===== src/pkg/ncs_defines.vh =====
// Purpose: constants for the nvm checksum and status unit
// Assumes: byte addresses on a 32-bit classic wishbone bus
// Notes:   every offset is word aligned
`ifndef NCS_DEFINES_VH
`define NCS_DEFINES_VH
// ==========================================================
// register offsets (byte addresses)
`define NCS_OFF_COMMAND       8'h04
`define NCS_OFF_BANK_STATUS   8'h0C
`define NCS_OFF_EE_RESULT     8'h10
`define NCS_OFF_EE_RANGE      8'h14
`define NCS_OFF_F1_SEED       8'h18
`define NCS_OFF_F1_RESULT     8'h1C
`define NCS_OFF_F1_RANGE      8'h20
`define NCS_OFF_F0_SEED       8'h24
`define NCS_OFF_F0_RESULT     8'h28
`define NCS_OFF_F0_RANGE      8'h2C
`define NCS_OFF_IRQ_STATUS    8'h30
`define NCS_OFF_IRQ_MASK      8'h34
// ==========================================================
// command register bits (write-only)
`define NCS_CMD_EE_DUMP       1
`define NCS_CMD_EE_CLEAR      2
`define NCS_CMD_F0_DUMP       17
`define NCS_CMD_F0_CLEAR      18
`define NCS_CMD_F1_DUMP       21
`define NCS_CMD_F1_CLEAR      22
// ==========================================================
// bank status bit positions
`define NCS_ST_F1_MARGIN      15
`define NCS_ST_F1_PROG        14
`define NCS_ST_F1_HVERR       13
`define NCS_ST_F0_INVALID     12
`define NCS_ST_F0_CLEAN       11
`define NCS_ST_F0_PAR_HI      10
`define NCS_ST_F0_PAR_LO      5
`define NCS_ST_F0_BUSY        4
`define NCS_ST_F0_DROP        3
`define NCS_ST_F0_MARGIN      2
`define NCS_ST_F0_PROG        1
`define NCS_ST_F0_HVERR       0
// ==========================================================
// interrupt status / mask bits
`define NCS_IRQ_EE_DONE       0
`define NCS_IRQ_F0_DONE       1
`define NCS_IRQ_F1_DONE       2
`define NCS_IRQ_F0_INVALID    3
`define NCS_IRQ_F0_HVERR      4
`define NCS_IRQ_F1_HVERR      5
`define NCS_IRQ_W             6
// ==========================================================
// reset values and checksum constants
`define NCS_RST_SEED          32'h0000FFFF
`define NCS_RST_CRC           16'hFFFF
`define NCS_RST_EE_END        12'h7FF
`define NCS_RST_EE_START      12'h000
`define NCS_RST_F_END         16'h4FFF
`define NCS_RST_F_START       16'h0000
`define NCS_CRC_POLY          16'h1021
`endif


===== src/hdl/ncs_unit.v =====
// Purpose: bank status, checksum seeds, ranges and results for an nvm controller
// Assumes: classic wishbone slave, 100 MHz mclk, memories answer req/ack
// Notes:   macro status levels pass a two-flop synchroniser
// What this block does
// - bit 12 set on uncorrectable bank-0 read
// - bit 11 one for clean read, else zero
// - bank-0 parity lines read at bits 10:5
// - bit 4 high during bank-0 dump read
// - programming busy on bits 14 and 1
// - high-voltage errors on bits 13 and 0
// - margin-good flags on bits 15 and 2
// - bank-0 drop sensor on bit 3
// - eeprom range: end 27:16, start 11:0
// - bank-1 range: end 31:16, start 15:0
// - bank-0 range resets end 4FFF, start 0
// - bank-1 clear loads accumulator from seed
// - bank-0 clear loads accumulator from seed
// - command bit 2 resets eeprom accumulator
// - command bit 1 starts eeprom dump read
`timescale 1ns/1ps
`include "ncs_defines.vh"
module ncs_unit (
    input  wire        mclk,
    input  wire        rst_b,
    // wishbone slave
    input  wire        wb_cyc_i,
    input  wire        wb_stb_i,
    input  wire        wb_we_i,
    input  wire [7:0]  wb_adr_i,
    input  wire [3:0]  wb_sel_i,
    input  wire [31:0] wb_dat_i,
    output reg  [31:0] wb_dat_o,
    output reg         wb_ack_o,
    output reg         irq,
    // flash macro status levels (asynchronous)
    input  wire        bank1_margin_ok,
    input  wire        bank1_prog_busy,
    input  wire        bank1_hv_error,
    input  wire        bank0_margin_ok,
    input  wire        bank0_prog_busy,
    input  wire        bank0_hv_error,
    input  wire        bank0_drop_sensor,
    // bank-0 ecc result, same clock
    input  wire        bank0_read_strobe,
    input  wire        bank0_ecc_bit_error,
    input  wire        bank0_ecc_uncorrectable,
    input  wire [5:0]  bank0_parity_lines,
    // eeprom dump read port
    output wire        ee_rd_req,
    output wire [11:0] ee_rd_addr,
    input  wire [15:0] ee_rd_data,
    input  wire        ee_rd_ack,
    // flash bank 1 dump read port
    output wire        f1_rd_req,
    output wire [15:0] f1_rd_addr,
    input  wire [31:0] f1_rd_data,
    input  wire        f1_rd_ack,
    // flash bank 0 dump read port
    output wire        f0_rd_req,
    output wire [15:0] f0_rd_addr,
    input  wire [31:0] f0_rd_data,
    input  wire        f0_rd_ack
);
    // ==========================================================
    // storage
    reg  [11:0]        eeprom_range_end;      // eeprom end word
    reg  [11:0]        eeprom_range_start;    // eeprom start word
    reg  [15:0]        bank1_range_end;       // bank-1 end access
    reg  [15:0]        bank1_range_start;     // bank-1 start access
    reg  [15:0]        bank0_range_end;       // bank-0 end access
    reg  [15:0]        bank0_range_start;     // bank-0 start access
    reg  [31:0]        bank1_checksum_seed;   // bank-1 seed
    reg  [31:0]        bank0_checksum_seed;   // bank-0 seed
    reg                ecc_invalid;           // last read uncorrectable
    reg                ecc_clean;             // last read had no error
    reg  [5:0]         parity_hold;           // parity of last read
    reg  [`NCS_IRQ_W-1:0] irq_status;         // sticky events
    reg  [`NCS_IRQ_W-1:0] irq_mask;           // event enables
    reg  [`NCS_IRQ_W-1:0] next_irq_status;    // status next value
    reg                hv0_prev;              // edge detect, bank-0 hv
    reg                hv1_prev;              // edge detect, bank-1 hv
    reg  [22:0]        cmd_pulse;             // one-cycle command bits
    reg  [31:0]        next_rdata;            // read mux output
    // ==========================================================
    // wires
    wire [6:0]  st_sync;                      // synchronised levels
    wire        req = wb_cyc_i & wb_stb_i;    // bus request
    wire        wr_go = req & wb_we_i & wb_ack_o;    // write commits
    wire        ee_busy;                      // eeprom dump running
    wire        f1_busy;                      // bank-1 dump running
    wire        f0_busy;                      // bank-0 dump running
    wire        ee_done;                      // eeprom dump finished
    wire        f1_done;                      // bank-1 dump finished
    wire        f0_done;                      // bank-0 dump finished
    wire [15:0] eeprom_checksum_value;        // eeprom accumulator
    wire [15:0] f1_crc;                       // bank-1 accumulator
    wire [15:0] f0_crc;                       // bank-0 accumulator
    wire [31:0] bank_status;                  // assembled status word
    wire [`NCS_IRQ_W-1:0] irq_events;         // raw events this cycle
    // merge write data into a register by byte enables
    function [31:0] merge;
        input [31:0] old;
        input [31:0] d;
        input [3:0]  sel;
        integer b;
        begin
            merge = old;
            for (b = 0; b < 4; b = b + 1) begin
                if (sel[b])
                    merge[b*8 +: 8] = d[b*8 +: 8];
            end
        end
    endfunction
    // true when this write hits the given offset
    function hit;
        input [7:0] off;
        begin
            hit = wr_go && (wb_adr_i[7:2] == off[7:2]);
        end
    endfunction
    // merged write words, cut to each field's width where they are stored
    wire [31:0] ee_range_merged = merge({4'h0, eeprom_range_end, 4'h0, eeprom_range_start},
                                        wb_dat_i, wb_sel_i);
    wire [31:0] mask_merged     = merge({26'h0000000, irq_mask}, wb_dat_i, wb_sel_i);
    wire [31:0] cmd_merged      = merge(32'h00000000, wb_dat_i, wb_sel_i);
    // ==========================================================
    // synchroniser for macro status levels
    ncs_sync2 #(
        .W (7)
    ) u_sync (
        .mclk     (mclk),
        .rst_b    (rst_b),
        .async_in ({bank1_margin_ok, bank1_prog_busy, bank1_hv_error,
                    bank0_margin_ok, bank0_prog_busy, bank0_hv_error,
                    bank0_drop_sensor}),
        .sync_out (st_sync)
    );
    // ==========================================================
    // dump engines, one per memory
    ncs_dump_engine #(
        .AW (12),
        .DW (16)
    ) u_ee (
        .mclk        (mclk),
        .rst_b       (rst_b),
        .clear       (cmd_pulse[`NCS_CMD_EE_CLEAR]),
        .seed        (`NCS_RST_CRC),
        .start       (cmd_pulse[`NCS_CMD_EE_DUMP]),
        .range_start (eeprom_range_start),
        .range_end   (eeprom_range_end),
        .mem_rdata   (ee_rd_data),
        .mem_ack     (ee_rd_ack),
        .mem_req     (ee_rd_req),
        .mem_addr    (ee_rd_addr),
        .busy        (ee_busy),
        .done        (ee_done),
        .crc         (eeprom_checksum_value)
    );
    ncs_dump_engine #(
        .AW (16),
        .DW (32)
    ) u_f1 (
        .mclk        (mclk),
        .rst_b       (rst_b),
        .clear       (cmd_pulse[`NCS_CMD_F1_CLEAR]),
        .seed        (bank1_checksum_seed[15:0]),
        .start       (cmd_pulse[`NCS_CMD_F1_DUMP]),
        .range_start (bank1_range_start),
        .range_end   (bank1_range_end),
        .mem_rdata   (f1_rd_data),
        .mem_ack     (f1_rd_ack),
        .mem_req     (f1_rd_req),
        .mem_addr    (f1_rd_addr),
        .busy        (f1_busy),
        .done        (f1_done),
        .crc         (f1_crc)
    );
    ncs_dump_engine #(
        .AW (16),
        .DW (32)
    ) u_f0 (
        .mclk        (mclk),
        .rst_b       (rst_b),
        .clear       (cmd_pulse[`NCS_CMD_F0_CLEAR]),
        .seed        (bank0_checksum_seed[15:0]),
        .start       (cmd_pulse[`NCS_CMD_F0_DUMP]),
        .range_start (bank0_range_start),
        .range_end   (bank0_range_end),
        .mem_rdata   (f0_rd_data),
        .mem_ack     (f0_rd_ack),
        .mem_req     (f0_rd_req),
        .mem_addr    (f0_rd_addr),
        .busy        (f0_busy),
        .done        (f0_done),
        .crc         (f0_crc)
    );
    // ==========================================================
    // bank status word
    assign bank_status = {16'h0000,
                          st_sync[6],
                          st_sync[5],
                          st_sync[4],
                          ecc_invalid,
                          ecc_clean,
                          parity_hold,
                          f0_busy,
                          st_sync[0],
                          st_sync[3],
                          st_sync[2],
                          st_sync[1]};
    // ==========================================================
    // ecc outcome of the latest bank-0 read
    always @(posedge mclk or negedge rst_b) begin
        if (!rst_b) begin
            ecc_invalid <= 1'b0;
            ecc_clean   <= 1'b1;
            parity_hold <= 6'h00;
        end else if (bank0_read_strobe) begin
            ecc_invalid <= bank0_ecc_uncorrectable;
            ecc_clean   <= ~bank0_ecc_bit_error;
            parity_hold <= bank0_parity_lines;
        end
    end
    // ==========================================================
    // wishbone handshake and read data
    always @* begin
        next_rdata = 32'h00000000;
        case (wb_adr_i[7:2])
            `NCS_OFF_BANK_STATUS >> 2: next_rdata = bank_status;
            `NCS_OFF_EE_RESULT >> 2:   next_rdata = {16'h0000, eeprom_checksum_value};
            `NCS_OFF_EE_RANGE >> 2:    next_rdata = {4'h0, eeprom_range_end,
                                                     4'h0, eeprom_range_start};
            `NCS_OFF_F1_SEED >> 2:     next_rdata = bank1_checksum_seed;
            `NCS_OFF_F1_RESULT >> 2:   next_rdata = {16'h0000, f1_crc};
            `NCS_OFF_F1_RANGE >> 2:    next_rdata = {bank1_range_end, bank1_range_start};
            `NCS_OFF_F0_SEED >> 2:     next_rdata = bank0_checksum_seed;
            `NCS_OFF_F0_RESULT >> 2:   next_rdata = {16'h0000, f0_crc};
            `NCS_OFF_F0_RANGE >> 2:    next_rdata = {bank0_range_end, bank0_range_start};
            `NCS_OFF_IRQ_STATUS >> 2:  next_rdata = {26'h0000000, irq_status};
            `NCS_OFF_IRQ_MASK >> 2:    next_rdata = {26'h0000000, irq_mask};
            default:                   next_rdata = 32'h00000000;
        endcase
    end
    // ack one cycle after request, read data captured with it
    always @(posedge mclk or negedge rst_b) begin
        if (!rst_b) begin
            wb_ack_o <= 1'b0;
            wb_dat_o <= 32'h00000000;
        end else begin
            wb_ack_o <= req & ~wb_ack_o;
            if (req & ~wb_ack_o & ~wb_we_i)
                wb_dat_o <= next_rdata;
        end
    end
    // ==========================================================
    // writable registers
    always @(posedge mclk or negedge rst_b) begin
        if (!rst_b) begin
            eeprom_range_end    <= `NCS_RST_EE_END;
            eeprom_range_start  <= `NCS_RST_EE_START;
            bank1_range_end     <= `NCS_RST_F_END;
            bank1_range_start   <= `NCS_RST_F_START;
            bank0_range_end     <= `NCS_RST_F_END;
            bank0_range_start   <= `NCS_RST_F_START;
            bank1_checksum_seed <= `NCS_RST_SEED;
            bank0_checksum_seed <= `NCS_RST_SEED;
            irq_mask            <= {`NCS_IRQ_W{1'b0}};
        end else begin
            if (hit(`NCS_OFF_EE_RANGE)) begin
                eeprom_range_end   <= ee_range_merged[27:16];
                eeprom_range_start <= ee_range_merged[11:0];
            end
            if (hit(`NCS_OFF_F1_RANGE)) begin
                {bank1_range_end, bank1_range_start} <=
                    merge({bank1_range_end, bank1_range_start}, wb_dat_i, wb_sel_i);
            end
            if (hit(`NCS_OFF_F0_RANGE)) begin
                {bank0_range_end, bank0_range_start} <=
                    merge({bank0_range_end, bank0_range_start}, wb_dat_i, wb_sel_i);
            end
            if (hit(`NCS_OFF_F1_SEED))
                bank1_checksum_seed <= merge(bank1_checksum_seed, wb_dat_i, wb_sel_i);
            if (hit(`NCS_OFF_F0_SEED))
                bank0_checksum_seed <= merge(bank0_checksum_seed, wb_dat_i, wb_sel_i);
            if (hit(`NCS_OFF_IRQ_MASK))
                irq_mask <= mask_merged[`NCS_IRQ_W-1:0];
        end
    end
    // ==========================================================
    // command bits: one-cycle pulses, never stored
    always @(posedge mclk or negedge rst_b) begin
        if (!rst_b) begin
            cmd_pulse <= 23'h000000;
        end else if (hit(`NCS_OFF_COMMAND)) begin
            cmd_pulse <= cmd_merged[22:0];
        end else begin
            cmd_pulse <= 23'h000000;
        end
    end
    // ==========================================================
    // interrupt events, write-one-to-clear, set wins over clear
    assign irq_events = {st_sync[4] & ~hv1_prev,
                         st_sync[1] & ~hv0_prev,
                         bank0_read_strobe & bank0_ecc_uncorrectable,
                         f1_done, f0_done, ee_done};
    always @* begin
        next_irq_status = irq_status;
        if (hit(`NCS_OFF_IRQ_STATUS))
            next_irq_status = irq_status & ~(wb_dat_i[`NCS_IRQ_W-1:0]
                                             & {`NCS_IRQ_W{wb_sel_i[0]}});
        next_irq_status = next_irq_status | irq_events;
    end
    always @(posedge mclk or negedge rst_b) begin
        if (!rst_b) begin
            irq_status <= {`NCS_IRQ_W{1'b0}};
            irq        <= 1'b0;
            hv0_prev   <= 1'b0;
            hv1_prev   <= 1'b0;
        end else begin
            irq_status <= next_irq_status;
            irq        <= |(next_irq_status & irq_mask);
            hv0_prev   <= st_sync[1];
            hv1_prev   <= st_sync[4];
        end
    end
endmodule // ncs_unit


===== src/hdl/ncs_sync2.v =====
// Purpose: two-flop synchroniser for a group of status levels
// Assumes: inputs are slow levels from the memory macros
// Notes:   stage one feeds stage two only
`timescale 1ns/1ps
module ncs_sync2 #(
    parameter W = 1
) (
    input  wire         mclk,
    input  wire         rst_b,
    input  wire [W-1:0] async_in,
    output reg  [W-1:0] sync_out
);
    reg [W-1:0] stage1;    // metastability catcher
    // ==========================================================
    // two flops in a row
    always @(posedge mclk or negedge rst_b) begin
        if (!rst_b) begin
            stage1   <= {W{1'b0}};
            sync_out <= {W{1'b0}};
        end else begin
            stage1   <= async_in;
            sync_out <= stage1;
        end
    end
endmodule // ncs_sync2


===== src/hdl/ncs_dump_engine.v =====
// Purpose: walks an address range, reads words, folds them into a checksum
// Assumes: memory answers a held request with a one-cycle ack
// Notes:   start while busy is ignored; start above end reads nothing
`timescale 1ns/1ps
`include "ncs_defines.vh"
module ncs_dump_engine #(
    parameter AW = 16,
    parameter DW = 32
) (
    input  wire          mclk,
    input  wire          rst_b,
    input  wire          clear,
    input  wire [15:0]   seed,
    input  wire          start,
    input  wire [AW-1:0] range_start,
    input  wire [AW-1:0] range_end,
    input  wire [DW-1:0] mem_rdata,
    input  wire          mem_ack,
    output reg           mem_req,
    output reg  [AW-1:0] mem_addr,
    output reg           busy,
    output reg           done,
    output reg  [15:0]   crc
);
    localparam S_IDLE = 2'b00;    // waiting for start
    localparam S_REQ  = 2'b01;    // request held until ack
    localparam S_GAP  = 2'b10;    // one idle cycle between words
    reg [1:0]  state;             // walker state
    // folds one data word into the checksum, msb first
    function [15:0] fold;
        input [15:0]   c;
        input [DW-1:0] d;
        integer i;
        reg [15:0] r;
        begin
            r = c;
            for (i = DW - 1; i >= 0; i = i - 1) begin
                if (r[15] ^ d[i])
                    r = {r[14:0], 1'b0} ^ `NCS_CRC_POLY;
                else
                    r = {r[14:0], 1'b0};
            end
            fold = r;
        end
    endfunction
    // ==========================================================
    // walker and accumulator
    always @(posedge mclk or negedge rst_b) begin
        if (!rst_b) begin
            state    <= S_IDLE;
            mem_req  <= 1'b0;
            mem_addr <= {AW{1'b0}};
            busy     <= 1'b0;
            done     <= 1'b0;
            crc      <= `NCS_RST_CRC;
        end else begin
            done <= 1'b0;
            if (clear) begin
                crc <= seed;
            end
            case (state)
                S_IDLE: begin
                    if (start && range_start <= range_end) begin
                        mem_addr <= range_start;
                        mem_req  <= 1'b1;
                        busy     <= 1'b1;
                        state    <= S_REQ;
                    end else if (start) begin
                        done <= 1'b1;    // empty range
                    end
                end
                S_REQ: begin
                    if (mem_ack) begin
                        mem_req <= 1'b0;
                        if (!clear) begin
                            crc <= fold(crc, mem_rdata);
                        end
                        if (mem_addr == range_end) begin
                            busy  <= 1'b0;
                            done  <= 1'b1;
                            state <= S_IDLE;
                        end else begin
                            mem_addr <= mem_addr + {{(AW-1){1'b0}}, 1'b1};
                            state    <= S_GAP;
                        end
                    end
                end
                S_GAP: begin
                    mem_req <= 1'b1;
                    state   <= S_REQ;
                end
                default: begin
                    state <= S_IDLE;
                end
            endcase
        end
    end
endmodule // ncs_dump_engine


===== config.mk =====
export PLATFORM = sky130hd
export DESIGN_NAME = ncs_unit
export DESIGN_NICKNAME = d
export VERILOG_FILES = /design/src/hdl/ncs_unit.v /design/src/hdl/ncs_sync2.v /design/src/hdl/ncs_dump_engine.v
export VERILOG_INCLUDE_DIRS = /design/src /design/src/pkg
export SDC_FILE = /design/constraint.sdc
export NUM_CORES = 1
export LEC_CHECK = 0
export BUFFER_PORTS_ARGS = -buffer_cell sky130_fd_sc_hd__buf_2
export CAP_MARGIN = 20
export CORE_MARGIN = 2
export CORE_UTILIZATION = 59
export DETAILED_ROUTE_END_ITERATION = 10
export PLACE_DENSITY_LB_ADDON = 0.05
export RECOVER_POWER = 25
export SLEW_MARGIN = 20
export SYNTH_ARGS = -nofsm -noshare
export SYNTH_HDL_FRONTEND = slang
export SYNTH_SLANG_ARGS = --single-unit

===== constraint.sdc =====
create_clock -name mclk -period 4 [get_ports mclk]
set_input_delay 0.4 -clock mclk [delete_from_list [all_inputs] [get_ports mclk]]
set_output_delay 0.4 -clock mclk [all_outputs]
set_load 0.02 [all_outputs]

==> summary.md <==
| Metric | Value |
|---|---|
| Top Ports | `229` |
| RD Place Congestion | `0.972` |
| Most used DFF post-synth | `dfrtp_1` |
| Simple-gate share of the synthesized area | `9.02%` |
| Final setup violation count | `0` |
| Required time worst endpoint | `between 4 and 5 ns` |
| Clock net sink count | `333` |
| Layout area overhead | `15.6%` |
| Clock share of power | `approximately 15%` |
| Top post-synthesis cells by area | `dfrtp_1 28%, dfstp_2 16%, mux2_2 10%` |
| Worst-Skew Late Latency | `0.54 ns` |
| Share of layout cells above drive strength 1 | `approximately 30%` |
| Largest family of logic cells by synthesized area | `XOR/XNOR gates` |
| Setup TNS | `0 ns` |
| Core region area | `31,700 um2` |
| Slew margin rel. | `-101%` |
| All-layer global routing usage | `35.7%` |
| Final global-route overflow total | `0` |
| Die width | `~180 um` |
| Antenna violations before repair | `0` |
| Compound-Gate Fraction of Synth Area | `14.2%` |
| CTS Buf Count | `37` |
| Register area share after synthesis | `44.4%` |
| Max Cap Viol | `1` |
| Leakage | `9.70 nW` |
| Full die area | `33,900 um2` |
| Placed cell count | `2,351` |
| Final Cycle Share | `79.7%` |
| Post-Synth Adder-Cell Area | `3.08%` |
| Seq cells post-synth | `around 330` |
| DR vias | `15,300` |
| Power Density | `1050 nW/um2` |
| Cell variety after synth | `57` |
| Slew Viols, Final | `roughly 120` |
| Yosys top cell by area | `dfrtp_1` |
| Int Power | `13.6 mW` |
| WL final | `59.7 mm` |
| Synth cell count leaders | `215 x dfrtp_1, 187 x xnor2_1, 174 x mux2_2, 130 x nand2_1, 118 x dfstp_2` |
| Worst slew pin tran | `about 3.0 ns` |
| Peak supply drop | `1.23 mV` |
| Cell Rows | `65` |
| Worst Skew | `0.0275 ns` |
| Reg clk slew, reported paths | `approximately 0.060 ns` |
| Routed vias/inst | `~6.3` |
| Crit-path max FO | `16` |
| Starting DRT DRC Count | `about 1,400` |
| Most frequent cell after synthesis | `dfrtp_1` |
| Final Hold Viols | `0` |
| Pin count of the biggest net entering global routing | `about 120` |
| First-pass GRT wire length | `90.6 mm` |
| Ys Warns | `0` |
| Top Registers | `bank0_checksum_seed: 32 flops, bank1_checksum_seed: 32 flops, wb_dat_o: 32 flops` |
| Comb pwr share | `a little over three fifths` |
| Root buffer cell | `clkbuf_16` |
| Antenna Nets Post-Route | `0` |
| Post-synthesis async set-or-reset flop share | `100%` |
| Htree depth | `2` |
| Fin cells | `between 2,000 and 2,500` |
| Startpoint types | `register` |
| Xor-xnor portion of the synthesized cell area | `15.9%` |
| Buffers on Ports | `226` |
| CTS tree | `done` |
| Post-Syn Nets | `1,963` |
| Drt pass-1 iters | `7` |
| Post CTS Setup Buffer Count | `0` |
| Mux contribution to synthesized area | `between 10% and 20%` |
| Nets | `between 2,000 and 2,500` |
| Critical Path AT | `3.61 ns` |
| Critical path class | `reg2reg` |
| Vias in the first global route | `15,000` |
| Avg Cell Area, Syn | `between 10 and 15 um2` |
| # DRC | `0` |
| Period minus WS final | `between 3 and 4 ns` |
| Psw | `9.61 mW` |
| Flop pwr share | `a little over a fifth` |
| Reg area | `8480 um2` |
| Multi-input logic area | `slightly above 10,000 um2` |
| Net Sw Frac | `between 40% and 50%` |
| Filler cell count in the final layout | `about 2,500` |
| RSZ-0062 raised after global routing | `no` |
| Cell Area, Synth | `19,100 um2` |
| Top-area cell type share of the netlist area | `28.1%` |
| Routed len/inst | `~25 um` |
| CP endpoint kind | `register` |
| Die Ht | `184 um` |
| Violated checks | `capacitance limit, slew limit` |
| Starting Density | `around 60%` |
| DP Wirelength | `44.8 mm` |
| HP Class | `in2reg` |
| Fmax | `roughly 0.31 GHz` |
| EDFF count, synth | `0` |
| # hold bufs at CTS | `7` |
| Max Root-Sink Buffers | `3` |
| Post-CTS sizing | `0` |
| Run status | `finished with violations` |
| Syn Inst Count | `1,768` |
==> layout make-up <==
class | count | share of cell area (%)
multi-input combinational | 1295 | 45.9
sequential | 333 | 38.4
timing repair buffer | 263 | 6.51
clock buffer | 55 | 5.00
tap | 402 | 2.28
inverter | 65 | 1.10
clock inverter | 11 | 0.753
antenna | 1 | 0.0113
==> kinds of logic (layout without fill, tap and decap cells) <==
family	Yosys count	count (layout)
muxes	183	183
and+or+nand+nor	379	379
AOI/OAI and AO/OA	405	405
xor gates and xnor gates	281	281
DFF	333	333
buffers and inverters	140	394
adders and majority gates	47	47
other	0	1
==> final timing paths <==
check | from | to | slack [ns] | cells after the start
max | bank1_range_end[9] | u_f1.mem_addr[1] | 0.81 | 12
min | bank0_prog_busy | u_sync.stage1[2] | 0.009 | 1
max reg2reg | bank1_range_end[9] | u_f1.mem_addr[1] | 0.81 | 12
min reg2reg | u_sync.stage1[2] | u_sync.sync_out[2] | 0.35 | 0
max in group asynchronous | rst_b | bank0_range_start[11] | 0.84 | 2
min in group asynchronous | rst_b | u_f1.mem_addr[11] | 1.34 | 2
==> worst max-delay path, stage by stage, from the launching register on <==
cell	delay, ns
dfstp_2	0.58
inv_1	0.07
ha_1	0.32
a21o_1	0.17
a21o_1	0.16
a21oi_1	0.17
o21ai_0	0.10
nand3_1	0.14
a31oi_1	0.17
o21ai_1	0.17
buf_4	0.24
nor2b_1	0.40
mux2_2	0.38
==> per-stage QoR <==
step                cell area [um2]  hold WS, ns  setup slack [ns]  utilization, %  total power, mW
floorplan                     19100        0.104              1.11               -             16.8
global placement              20800        0.334             0.715            65.5             19.5
detailed placement            20800        0.336             0.883            65.6             19.6
CTS                           22100      0.00310             0.883            69.8             23.2
global route                  22100      0.00384             0.351            69.6             24.5
finish                        22100      0.00918             0.812            69.6             23.2
==> metal layers <==
metal  part of all wire, %  wire (um)  vias to the layer above  track usage [%]
met5                     0          0                        -                0
met4                   3.8       2280                        0             12.9
met3                   8.2       4890                      138             5.98
met2                    46      27600                      749             57.0
met1                    42      24900                     7624             49.3
li1                      -          -                     6836                -
==> power by group through the flow <==
stage	clock network [mW]	logic (mW)	registers [mW]
3_5_place_dp	0	14.6	5.06
3_3_place_gp	0	14.5	5.06
4_1_cts	3.59	14.6	5.02
2_1_floorplan	0	11.9	4.96
6_report	3.56	14.6	5.05
5_1_grt	3.71	15.7	5.09
==> cell usage in the layout, fill, tap and decap left out, types with 30 or more instances in the layout <==
cell	count
buf_2	195
xnor2_1	187
xor2_1	46
dfstp_2	117
ha_1	47
a21oi_1	107
a221oi_1	30
nand3_1	41
nor2_1	102
nand2_1	130
clkbuf_16	38
mux2_2	174
dfrtp_1	215
o21ai_0	47
clkbuf_1	38
inv_1	65
a22oi_1	42
Power figures use the tool's default switching activity.
